===== src/shared/irea_defines.svh =====
// constants for the indexed/relative effective-address generator
// assumes byte-wide memory, 16-bit address space
`ifndef IREA_DEFINES_SVH
`define IREA_DEFINES_SVH
`define IREA_OP_LOAD_ACC_IX       8'hf6
`define IREA_OP_LOAD_ACC_IX1      8'he6
`define IREA_OP_LOAD_ACC_IX2      8'hd6
`define IREA_OP_BRANCH_IF_EQUAL   8'h27
`define IREA_OP_BRANCH_TO_SUB     8'had
`define IREA_CYC_LOAD_IX          3
`define IREA_CYC_LOAD_IX1         4
`define IREA_CYC_LOAD_IX2         5
`define IREA_PC_RESET    16'h0000
`define IREA_ZP_HIGH     8'h00
`define IREA_CC_C        0
`define IREA_CC_Z        1
`define IREA_CC_N        2
`define IREA_CC_I        3
`define IREA_CC_H        4
`endif


===== src/shared/irea_pkg.sv =====
// types for the indexed/relative effective-address generator
// assumes nothing beyond the defines header
package irea_pkg;
  typedef enum logic [1:0] {
    irea_mode_ix  = 2'b00,
    irea_mode_ix1 = 2'b01,
    irea_mode_ix2 = 2'b10,
    irea_mode_rel = 2'b11
  } irea_mode_e;

  typedef enum logic [2:0] {
    irea_st_fetch = 3'b000,
    irea_st_off_hi = 3'b001,
    irea_st_off_lo = 3'b010,
    irea_st_add   = 3'b011,
    irea_st_read  = 3'b100,
    irea_st_test  = 3'b101
  } irea_state_e;

  typedef struct packed {
    logic [15:0] addr;
    logic        rd;
  } irea_mem_req_s;
endpackage


===== src/verilog/irea_gen.sv =====
// indexed / relative effective-address generator of an 8-bit cpu core
// assumes a byte memory answering reads combinationally in the same cycle
// Contract
// [RL1] no-offset address is zero-extended index
// [RL2] no-offset instruction is one opcode byte
// [RL3] f6 load: fetch, form, read; three cycles
// [RL4] 8-bit offset plus index, index unchanged
// [RL5] 8-bit offset unsigned, high base zero
// [RL6] 8-bit offset sum carries into high byte
// [RL7] e6 load: two bytes, four cycles
// [RL8] 16-bit offset plus zero-extended index
// [RL9] d6: high byte first, five cycles
// [RL10] relative only for branches; two bytes
// [RL11] signed offset added to next address
// [RL12] false continues; true loads target
// [RL13] 27 branches only when zero set
// [RL14] bit branches: direct address, relative offset
// [RL15] short indexed modes allow read-modify-write
// [RL16] 16-bit offset forbids read-modify-write
// [RL17] branch conditions list
// [RL18] 16-bit sums, carry kept, overflow dropped
`include "irea_defines.svh"
module irea_gen #(
  parameter int ADDR_W = 16
) (
  input  wire logic              sys_clk,
  input  wire logic              reset,
  input  wire logic [7:0]        mem_rdata,
  input  wire logic [7:0]        index_reg,
  input  wire logic [7:0]        cc_flags,
  input  wire logic              irq_pin,
  output irea_pkg::irea_mem_req_s mem_req,
  output logic [ADDR_W-1:0]      effective_addr,
  output logic [ADDR_W-1:0]      pc,
  output logic [7:0]             acc,
  output logic                   acc_load,
  output logic                   illegal_op
);
  irea_pkg::irea_state_e state;
  irea_pkg::irea_state_e next_state;
  irea_pkg::irea_mode_e  mode;
  irea_pkg::irea_mode_e  next_mode;
  logic [7:0]            opcode;
  logic [7:0]            off_hi;
  logic [7:0]            off_lo;
  logic                  next_illegal;
  logic                  take_branch;
  logic [15:0]           next_pc_seq;
  logic [15:0]           branch_target;
  logic [15:0]           next_addr;

  function automatic logic [15:0] idx_sum(input logic [15:0] base, input logic [7:0] x);
    idx_sum = base + {8'h00, x}; // RL18
  endfunction

  function automatic logic branch_taken(input logic [7:0] op, input logic [7:0] cc, input logic irq);
    logic c;
    logic z;
    c = cc[`IREA_CC_C];
    z = cc[`IREA_CC_Z];
    unique case (op[3:1]) // RL17
      3'h0: branch_taken = 1'b1;
      3'h1: branch_taken = ~(c | z);
      3'h2: branch_taken = ~c;
      3'h3: branch_taken = ~z;
      3'h4: branch_taken = ~cc[`IREA_CC_H];
      3'h5: branch_taken = ~cc[`IREA_CC_N];
      3'h6: branch_taken = ~cc[`IREA_CC_I];
      3'h7: branch_taken = ~irq;
    endcase
    if (op[0]) begin
      branch_taken = ~branch_taken; // RL13
    end
  endfunction

  // opcode class decode: any low nibble in the register/memory rows, low nibbles other than 1, 2, 5, b and e in the rmw rows
  function automatic logic is_regmem(input logic [7:0] op);
    is_regmem = (op[7:4] == 4'hd) || (op[7:4] == 4'he) || (op[7:4] == 4'hf);
  endfunction

  function automatic logic is_rmw(input logic [7:0] op);
    is_rmw = (op[3:0] != 4'h1) && (op[3:0] != 4'h2) && (op[3:0] != 4'h5) && (op[3:0] != 4'hb)
          && (op[3:0] != 4'he);
  endfunction

  // accumulator loads sit in column 6 of the three indexed register/memory rows
  function automatic logic is_acc_load(input logic [7:0] op);
    is_acc_load = (op[3:0] == 4'h6) && (op[7:4] >= 4'hd);
  endfunction

  assign next_pc_seq = pc + 16'h0001;

  // pc already points past the branch when the target is formed
  assign branch_target = pc + {{8{off_lo[7]}}, off_lo}; // RL11

  // memory request: fetch at pc in fetch and offset states, operand at the address
  always_comb begin
    mem_req.rd = 1'b1;
    mem_req.addr = pc;
    if (state == irea_pkg::irea_st_read) begin
      mem_req.addr = effective_addr;
    end
  end

  // instruction decode: next state, addressing mode and refusal of the opcode
  always_comb begin
    next_state = irea_pkg::irea_st_fetch;
    next_mode = mode;
    next_illegal = 1'b0;
    unique case (state)
      irea_pkg::irea_st_fetch: begin
        unique casez (mem_rdata)
          8'hf?: begin
            next_mode = irea_pkg::irea_mode_ix; // RL2
            next_state = irea_pkg::irea_st_add;
          end
          8'he?: begin
            next_mode = irea_pkg::irea_mode_ix1;
            next_state = irea_pkg::irea_st_off_lo;
          end
          8'hd?: begin
            // only register/memory operations decode in the 16-bit offset row
            next_mode = irea_pkg::irea_mode_ix2;
            if (is_regmem(mem_rdata)) begin
              next_state = irea_pkg::irea_st_off_hi;
            end else begin
              next_illegal = 1'b1; // RL16
            end
          end
          8'h7?, 8'h6?: begin
            if (mem_rdata[4]) begin
              next_mode = irea_pkg::irea_mode_ix; // RL15
            end else begin
              next_mode = irea_pkg::irea_mode_ix1; // RL15
            end
            if (!is_rmw(mem_rdata)) begin
              next_illegal = 1'b1; // RL16
            end else if (mem_rdata[4]) begin
              next_state = irea_pkg::irea_st_add;
            end else begin
              next_state = irea_pkg::irea_st_off_lo;
            end
          end
          8'h2?, `IREA_OP_BRANCH_TO_SUB: begin
            next_mode = irea_pkg::irea_mode_rel; // RL10
            next_state = irea_pkg::irea_st_off_lo;
          end
          8'h0?: begin
            // bit test: direct byte first, relative byte second
            next_mode = irea_pkg::irea_mode_rel; // RL14
            next_state = irea_pkg::irea_st_off_hi;
          end
          default: begin
            next_state = irea_pkg::irea_st_fetch;
          end
        endcase
      end
      irea_pkg::irea_st_off_hi: begin
        next_state = irea_pkg::irea_st_off_lo;
      end
      irea_pkg::irea_st_off_lo: begin
        if (mode == irea_pkg::irea_mode_rel) begin
          next_state = irea_pkg::irea_st_test;
        end else begin
          next_state = irea_pkg::irea_st_add;
        end
      end
      irea_pkg::irea_st_add: begin
        next_state = irea_pkg::irea_st_read;
      end
      irea_pkg::irea_st_read: begin
        next_state = irea_pkg::irea_st_fetch;
      end
      irea_pkg::irea_st_test: begin
        next_state = irea_pkg::irea_st_fetch;
      end
      default: begin
        next_state = irea_pkg::irea_st_fetch;
      end
    endcase
  end

  // operand address per indexed mode
  always_comb begin
    unique case (mode)
      irea_pkg::irea_mode_ix: begin
        next_addr = {`IREA_ZP_HIGH, index_reg}; // RL1 RL3
      end
      irea_pkg::irea_mode_ix1: begin
        next_addr = idx_sum({`IREA_ZP_HIGH, off_lo}, index_reg); // RL4 RL5 RL6 RL7
      end
      irea_pkg::irea_mode_ix2: begin
        next_addr = idx_sum({off_hi, off_lo}, index_reg); // RL8
      end
      irea_pkg::irea_mode_rel: begin
        next_addr = pc;
      end
    endcase
  end

  // branch decision: subroutine always, condition branches, bit tests on carry
  always_comb begin
    take_branch = 1'b0;
    if (opcode == `IREA_OP_BRANCH_TO_SUB) begin
      take_branch = 1'b1;
    end else if (opcode[7:4] == 4'h2) begin
      take_branch = branch_taken(opcode, cc_flags, irq_pin); // RL13 RL17
    end else if (opcode[7:4] == 4'h0) begin
      take_branch = cc_flags[`IREA_CC_C] ^ opcode[0]; // RL14
    end
  end

  always_ff @(posedge sys_clk) begin
    if (reset) begin
      state <= irea_pkg::irea_st_fetch;
    end else begin
      state <= next_state;
    end
  end

  always_ff @(posedge sys_clk) begin
    if (reset) begin
      mode <= irea_pkg::irea_mode_ix;
    end else begin
      mode <= next_mode;
    end
  end

  always_ff @(posedge sys_clk) begin
    if (reset) begin
      illegal_op <= 1'b0;
    end else begin
      illegal_op <= next_illegal; // RL16
    end
  end

  always_ff @(posedge sys_clk) begin
    if (reset) begin
      opcode <= 8'h00;
    end else if (state == irea_pkg::irea_st_fetch) begin
      opcode <= mem_rdata;
    end
  end

  // the 16-bit offset arrives high byte first
  always_ff @(posedge sys_clk) begin
    if (reset) begin
      off_hi <= 8'h00;
    end else if (state == irea_pkg::irea_st_off_hi) begin
      off_hi <= mem_rdata; // RL9
    end
  end

  always_ff @(posedge sys_clk) begin
    if (reset) begin
      off_lo <= 8'h00;
    end else if (state == irea_pkg::irea_st_off_lo) begin
      off_lo <= mem_rdata;
    end
  end

  // pc steps over every instruction byte; a taken branch reloads it
  always_ff @(posedge sys_clk) begin
    if (reset) begin
      pc <= `IREA_PC_RESET;
    end else if ((state == irea_pkg::irea_st_fetch) || (state == irea_pkg::irea_st_off_hi)
                 || (state == irea_pkg::irea_st_off_lo)) begin
      pc <= next_pc_seq;
    end else if ((state == irea_pkg::irea_st_test) && take_branch) begin
      pc <= branch_target; // RL12
    end
  end

  always_ff @(posedge sys_clk) begin
    if (reset) begin
      effective_addr <= 16'h0000;
    end else if (state == irea_pkg::irea_st_add) begin
      effective_addr <= next_addr; // RL18
    end else if (state == irea_pkg::irea_st_test) begin
      effective_addr <= branch_target; // RL11
    end
  end

  always_ff @(posedge sys_clk) begin
    if (reset) begin
      acc <= 8'h00;
      acc_load <= 1'b0;
    end else begin
      acc_load <= 1'b0;
      if ((state == irea_pkg::irea_st_read) && is_acc_load(opcode)) begin
        acc <= mem_rdata; // RL3
        acc_load <= 1'b1;
      end
    end
  end
endmodule


===== config.mk =====
export PLATFORM = sky130hd
export DESIGN_NAME = irea_gen
export DESIGN_NICKNAME = d
export VERILOG_FILES = /design/src/shared/irea_pkg.sv /design/src/verilog/irea_gen.sv
export VERILOG_INCLUDE_DIRS = /design/src /design/src/shared
export SDC_FILE = /design/constraint.sdc
export NUM_CORES = 1
export LEC_CHECK = 0
export BUFFER_PORTS_ARGS = -buffer_cell sky130_fd_sc_hd__buf_2
export CAP_MARGIN = 20
export CELL_PAD_IN_SITES_DETAIL_PLACEMENT = 1
export CELL_PAD_IN_SITES_GLOBAL_PLACEMENT = 1
export CORE_ASPECT_RATIO = 0.8
export CORE_MARGIN = 4
export CORE_UTILIZATION = 25
export CTS_CLUSTER_SIZE = 40
export DETAILED_ROUTE_END_ITERATION = 10
export PLACE_DENSITY = 0.64
export SYNTH_ARGS = -nofsm -noshare
export SYNTH_HDL_FRONTEND = slang
export SYNTH_SLANG_ARGS = --single-unit

===== constraint.sdc =====
create_clock -name sys_clk -period 8 [get_ports sys_clk]
set_input_delay 1.6 -clock sys_clk [delete_from_list [all_inputs] [get_ports sys_clk]]
set_output_delay 1.6 -clock sys_clk [all_outputs]
set_load 0.005 [all_outputs]

Yosys cells after proc, flatten, opt, wreduce, memory -nomap -nowiden
Cells that the tools add are included.

word-level totals
  bits in registers = 71
  bits of input ports = 27
  output and inout bits = 59
  logic and storage cells = 105

operators by class
  add/subtract/negate cells = 4
  magnitude comparators = 1
  equal/unequal tests = 30
  muxes and demuxes = 25
  bitwise operators = 11
  reduce and logical (&&, ||, !) cells = 24

operators by type and width
  kind                   count
  $mux 16                5
  $pmux 16 s4            1
  $pmux 2 s5             2
  $eq 3x3->1 const B     6
  $add 16x1->16 const B  1
  $add 16x16->16         1
  $add 16x8->16          1
  $eq 8x8->1 const B     2
  $eq 3x2->1 const B     4
  $eq 4x3->1 const B     3
  $eq 4x4->1 const B     3
  $mux 1                 12
  $pmux 3 s4             1
  $add 8x8->9            1
  $not 1->1              9
  $eq 4x2->1 const B     2
  $logic_not 4->1        2
  $ne 4x4->1 const B     2
  $pmux 1 s8             1
  $logic_and 1x1->1      7
  $eq 3x1->1 const B     2
  $logic_not 3->1        2
  $reduce_or 3->1        2
  $reduce_bool 5->1      1
  16 further kinds       22

Depth between registers and ports, before layout
  depth in word-level cells = 12
  mapped depth = 10
  depth with buffers taken out = 10

Worst setup path before layout
Ideal clock, no wire load.

  path kind = input to register
  start point = input index_reg[0]
  end point = register effective_addr[6]
  setup time = 115 ps
  arrival = 3,592 ps
  required time = 7,885 ps
  setup slack = 4,294 ps
  stages on the path = 9
  buffers on the path = 0
  cell sequence = ha_1 -> fa_1 -> a21oi_1 -> o21ai_0 -> a211oi_1 -> xnor2_1 -> nand2_1 -> a32o_1 -> a2111oi_0

between the ends
  longest elaborated chain between the ends = 3
  elaborated cells between the ends (all ways) = 4
  classes of those cells = 2 x add/sub; 2 x mux

ends and longest elaborated chain
  item                                                 RTL line         source
  from (decl)                                          irea_gen.sv:29   input wire logic [7:0] index_reg,
  $add 16x8->16 / $add 8x8->9 (equally long branches)  irea_gen.sv:53   idx_sum = base + {8'h00, x};
  $pmux 16 s4 *                                        irea_gen.sv:185  unique case (mode)
  $mux 16 *                                            irea_gen.sv:277  end else if (state == irea_pkg::irea_st_add) begin
  to (signal assigned)                                 irea_gen.sv:278  effective_addr <= next_addr;
  to (signal assigned)                                 irea_gen.sv:280  effective_addr <= branch_target;
  to (decl)                                            irea_gen.sv:33   output logic [ADDR_W-1:0] effective_addr,

Mark *: on every way between the ends. The rest lies on a longest branch, timed or not.
A chain may end at the register's enable or synchronous reset.

Worst setup path in the final report
Same ends and word-level chain as after synthesis.

==> summary.md <==
| Metric | Value |
|---|---|
| Per-cell routed wire length | 18.5 um |
| Die Y | 136 um |
| Startpoint of the worst hold path | acc[5] |
| Largest net degree at the start of global routing | 73 |
| Drt drc | 0 |
| Setup total negative slack | 0 ps |
| CTS Sinks | 71 |
| Fmax achieved | 260 MHz |
| Dpl hpwl | 13500 um |
| Gates resized, CTS repair | 0 |
| First-pass GRT wire length | 28600 um |
| Final setup viols | 0 |
| CTS buffer count | 9 |
| Cells after DPL | 964 |
| Seq/Total Area, Yosys | 27.7% |
| Post-Synthesis Cells | 656 |
| Pre-CTS WS | 3800 ps |
| Worst-Margin Slew | 875 ps |
| Worst r2r src | off_lo[7] |
| Max IR drop VDD | 0.0859 mV |
| Antenna-violating nets left | 0 |
| First drt pass iteration count | 5 |
| CTS tree | yes |
| Vias in the first global route | 5005 |
| EDFF count, synth | 0 |
| Final instance area | 0.00601 sq mm |
| Post-synth cell types | 74 |
| Tmin final | 3840 ps |
| Startpoint Class | input port |
| Crit Path Max Fanout | 3 |
| Synth warnings | 0 |
| CP startpoint | index_reg[0] |
| Pwr dens | 164 mW/mm^2 |
| Starting Density | 25.7% |
| Layout Nets | 764 |
| Site Rows | 46 |
| Flops & latches, synth | 71 |
| Die ar. | 0.0229 sq mm |
| Post-synth ARST share | 0% |
| CTS Buffer Depth | 2 |
| Hold buffers post-CTS | 0 |
| RSZ-0062 raised after global routing | false |
| H-tree depth | 3 |
| Inserted Diodes | 0 |
| Crit path kind | in -> reg |
| CTS clk-pin slew, worst paths | 60 ps |
| I/O pin total | 86 |
| Drt via density | 5.21 |
| Syn nets | 709 |
| RePlAce Congestion | 0.808 |
| Fraction of layout cells with a size suffix above 1 | 19.3% |
| Port bufs | 81 |
| Leakage power | 0.00249 uW |
| Total wire length | 18100 um |
| Setup Skew | 7.63 ps |
| Postcts setup bufs | 0 |
| Syn_area_per_cell | 7.82 sq um |
| DR iter-0 viols | 329 |
| Overall routing resource usage | 15.9% |
| Area after DPL | 0.00574 sq mm |
| Final hold viol count | 0 |
| CP required | 8230 ps |
| Remaining global-route overflow | 0 |
| Core area | 0.0200 sq mm |
| Synth-to-Final Area Change | 17.2% |
| Worst setup EP type | flip-flop |
| Post-Syn Area | 0.00513 sq mm |
| Final Cycle Share | 48.0% |
| Vias | 5101 |
| CP arrival | 4070 ps |
| Ys flop type | dfxtp_1 |
| Initial antenna violation count | 0 |
| Die X | 168 um |
| Post-route setup slack | 4160 ps |
| Status | finished clean |
| Clock Tree Root | clkbuf_16 |
| Clk_lat worst skew | 350 ps |
| Max-slew violation count | 0 |
| Min-Delay Path Class | reg -> reg |
| Max_cap viols | 0 |
| Slew headroom | 41.2% |
| Non-filler cells, final | 980 |
-- layout by cell type, fill, tap and decap left out, drive strengths merged, types with 3 or more instances in the layout --
master | synthesis | routed
nand2 | 63 | 63
mux2i | 26 | 26
and3 | 6 | 6
clkinvlp | 0 | 4
a311oi | 3 | 3
o22ai | 4 | 4
nand3b | 3 | 3
xor2 | 10 | 10
a21oi | 74 | 74
clkbuf | 30 | 9
nor3 | 25 | 25
nor2 | 71 | 71
or2 | 3 | 3
a221oi | 8 | 8
mux2 | 18 | 18
nand4b | 3 | 3
or3 | 7 | 7
ha | 24 | 24
xnor2 | 18 | 18
nor2b | 10 | 10
nor4 | 6 | 6
and2 | 6 | 6
a31oi | 6 | 6
nor3b | 4 | 4
a21o | 9 | 9
nand3 | 22 | 22
inv | 10 | 11
nand2b | 4 | 4
nand4 | 4 | 4
a2111oi | 3 | 3
a211oi | 15 | 15
o21ai | 24 | 24
dfxtp | 71 | 71
o31ai | 4 | 4
o21a | 10 | 10
o211ai | 7 | 7
buf | 14 | 88
-- cells in the mapped netlist (9+ instances only) --
cell | number | area share, %
nand3_1 | 22 | 2.1
a211oi_1 | 15 | 2.2
o21a_1 | 10 | 1.5
mux2i_1 | 26 | 5.1
o21ai_0 | 24 | 2.3
clkbuf_1 | 30 | 2.2
a21o_1 | 9 | 1.3
nor3_1 | 24 | 2.3
xor2_1 | 10 | 1.7
a21oi_1 | 73 | 7.1
nor2_1 | 70 | 5.1
ha_1 | 24 | 5.9
mux2_2 | 17 | 3.7
dfxtp_1 | 71 | 28
xnor2_1 | 18 | 3.1
inv_1 | 10 | 0.73
nand2_1 | 63 | 4.6
nor2b_1 | 10 | 1.2
-- metrics by stage --
stage | total power [uW] | util [%] | hold slack (ps)
3_5_place_dp | 609 | 28.7 | 483
3_3_place_gp | 606 | 28.7 | 475
5_1_grt | 1040 | 30.1 | 523
4_1_cts | 997 | 30.1 | 496
6_report | 985 | 30.1 | 491
2_1_floorplan | 546 | - | 458
-- where the power goes --
group / switching (uW) / leakage [uW] / internal (uW) / total (uW)
clock: 173 / 0.000124 / 210 / 383
combinational: 119 / 0.00179 / 81.6 / 201
sequential: 30.4 / 0.000576 / 371 / 402
total: 323 / 0.00249 / 662 / 985
-- kinds of logic (layout without fill, tap and decap cells) --
logic type               count (synthesis)  count (layout)  synth area share [%]
AO/OA/AOI/OAI                          191             191                  24.8
XOR/XNOR                                28              28                  4.78
adder cells (fa/ha/maj)                 26              26                  6.63
buffers and inverters                   54             114                  4.29
flip-flops                              71              71                  27.7
multiplexers                            44              44                  9.10
other                                    1               1                0.0731
AND/OR/NAND/NOR                        241             241                  22.7
-- area by class of cell --
cell class                      count  area (sq um)
Fill cell                        2447         14000
Timing Repair Buffer               88           458
Sequential cell                    71          1420
Inverter                           10          37.5
Clock inverter                      7          48.8
Clock buffer                        9           225
Tap cell                          264           330
Multi-Input combinational cell    531          3490
-- flip-flops by register name, summed over array words and instances, names as in the netlist --
register and count:
effective_addr 16, mode 2, state 3, off_hi 8, acc_load 1, illegal_op 1
opcode 8, acc 8, off_lo 8, pc 16
-- per-layer routing --
| metal | wire [um] | track usage [%] | vias to the layer above |
|---|---|---|---|
| met5 | 0 | 0 | - |
| met3 | 813 | 3.05 | 12 |
| met4 | 178 | 3.38 | 0 |
| met2 | 7530 | 23.1 | 103 |
| li1 | - | - | 2515 |
| met1 | 9610 | 24.0 | 2471 |
-- critical path, cell delays in order --
cell and delay (ps):
buf_2 110, ha_1 230, fa_1 430, a21oi_1 220, o21ai_0 190, a211oi_1 390, xnor2_1 190, nand2_1 80
a32o_1 270, a2111oi_0 380
-- path summary, 6_finish.rpt --
kind | to | cells past startpoint | slack (ps)
worst max-delay path | effective_addr[6] | 10 | 4160
worst min-delay path | acc[5] | 2 | 490
worst max register to register | effective_addr[15] | 8 | 5020
worst min register to register | acc[5] | 2 | 490
No activity file was read; power rests on OpenSTA's default activity.
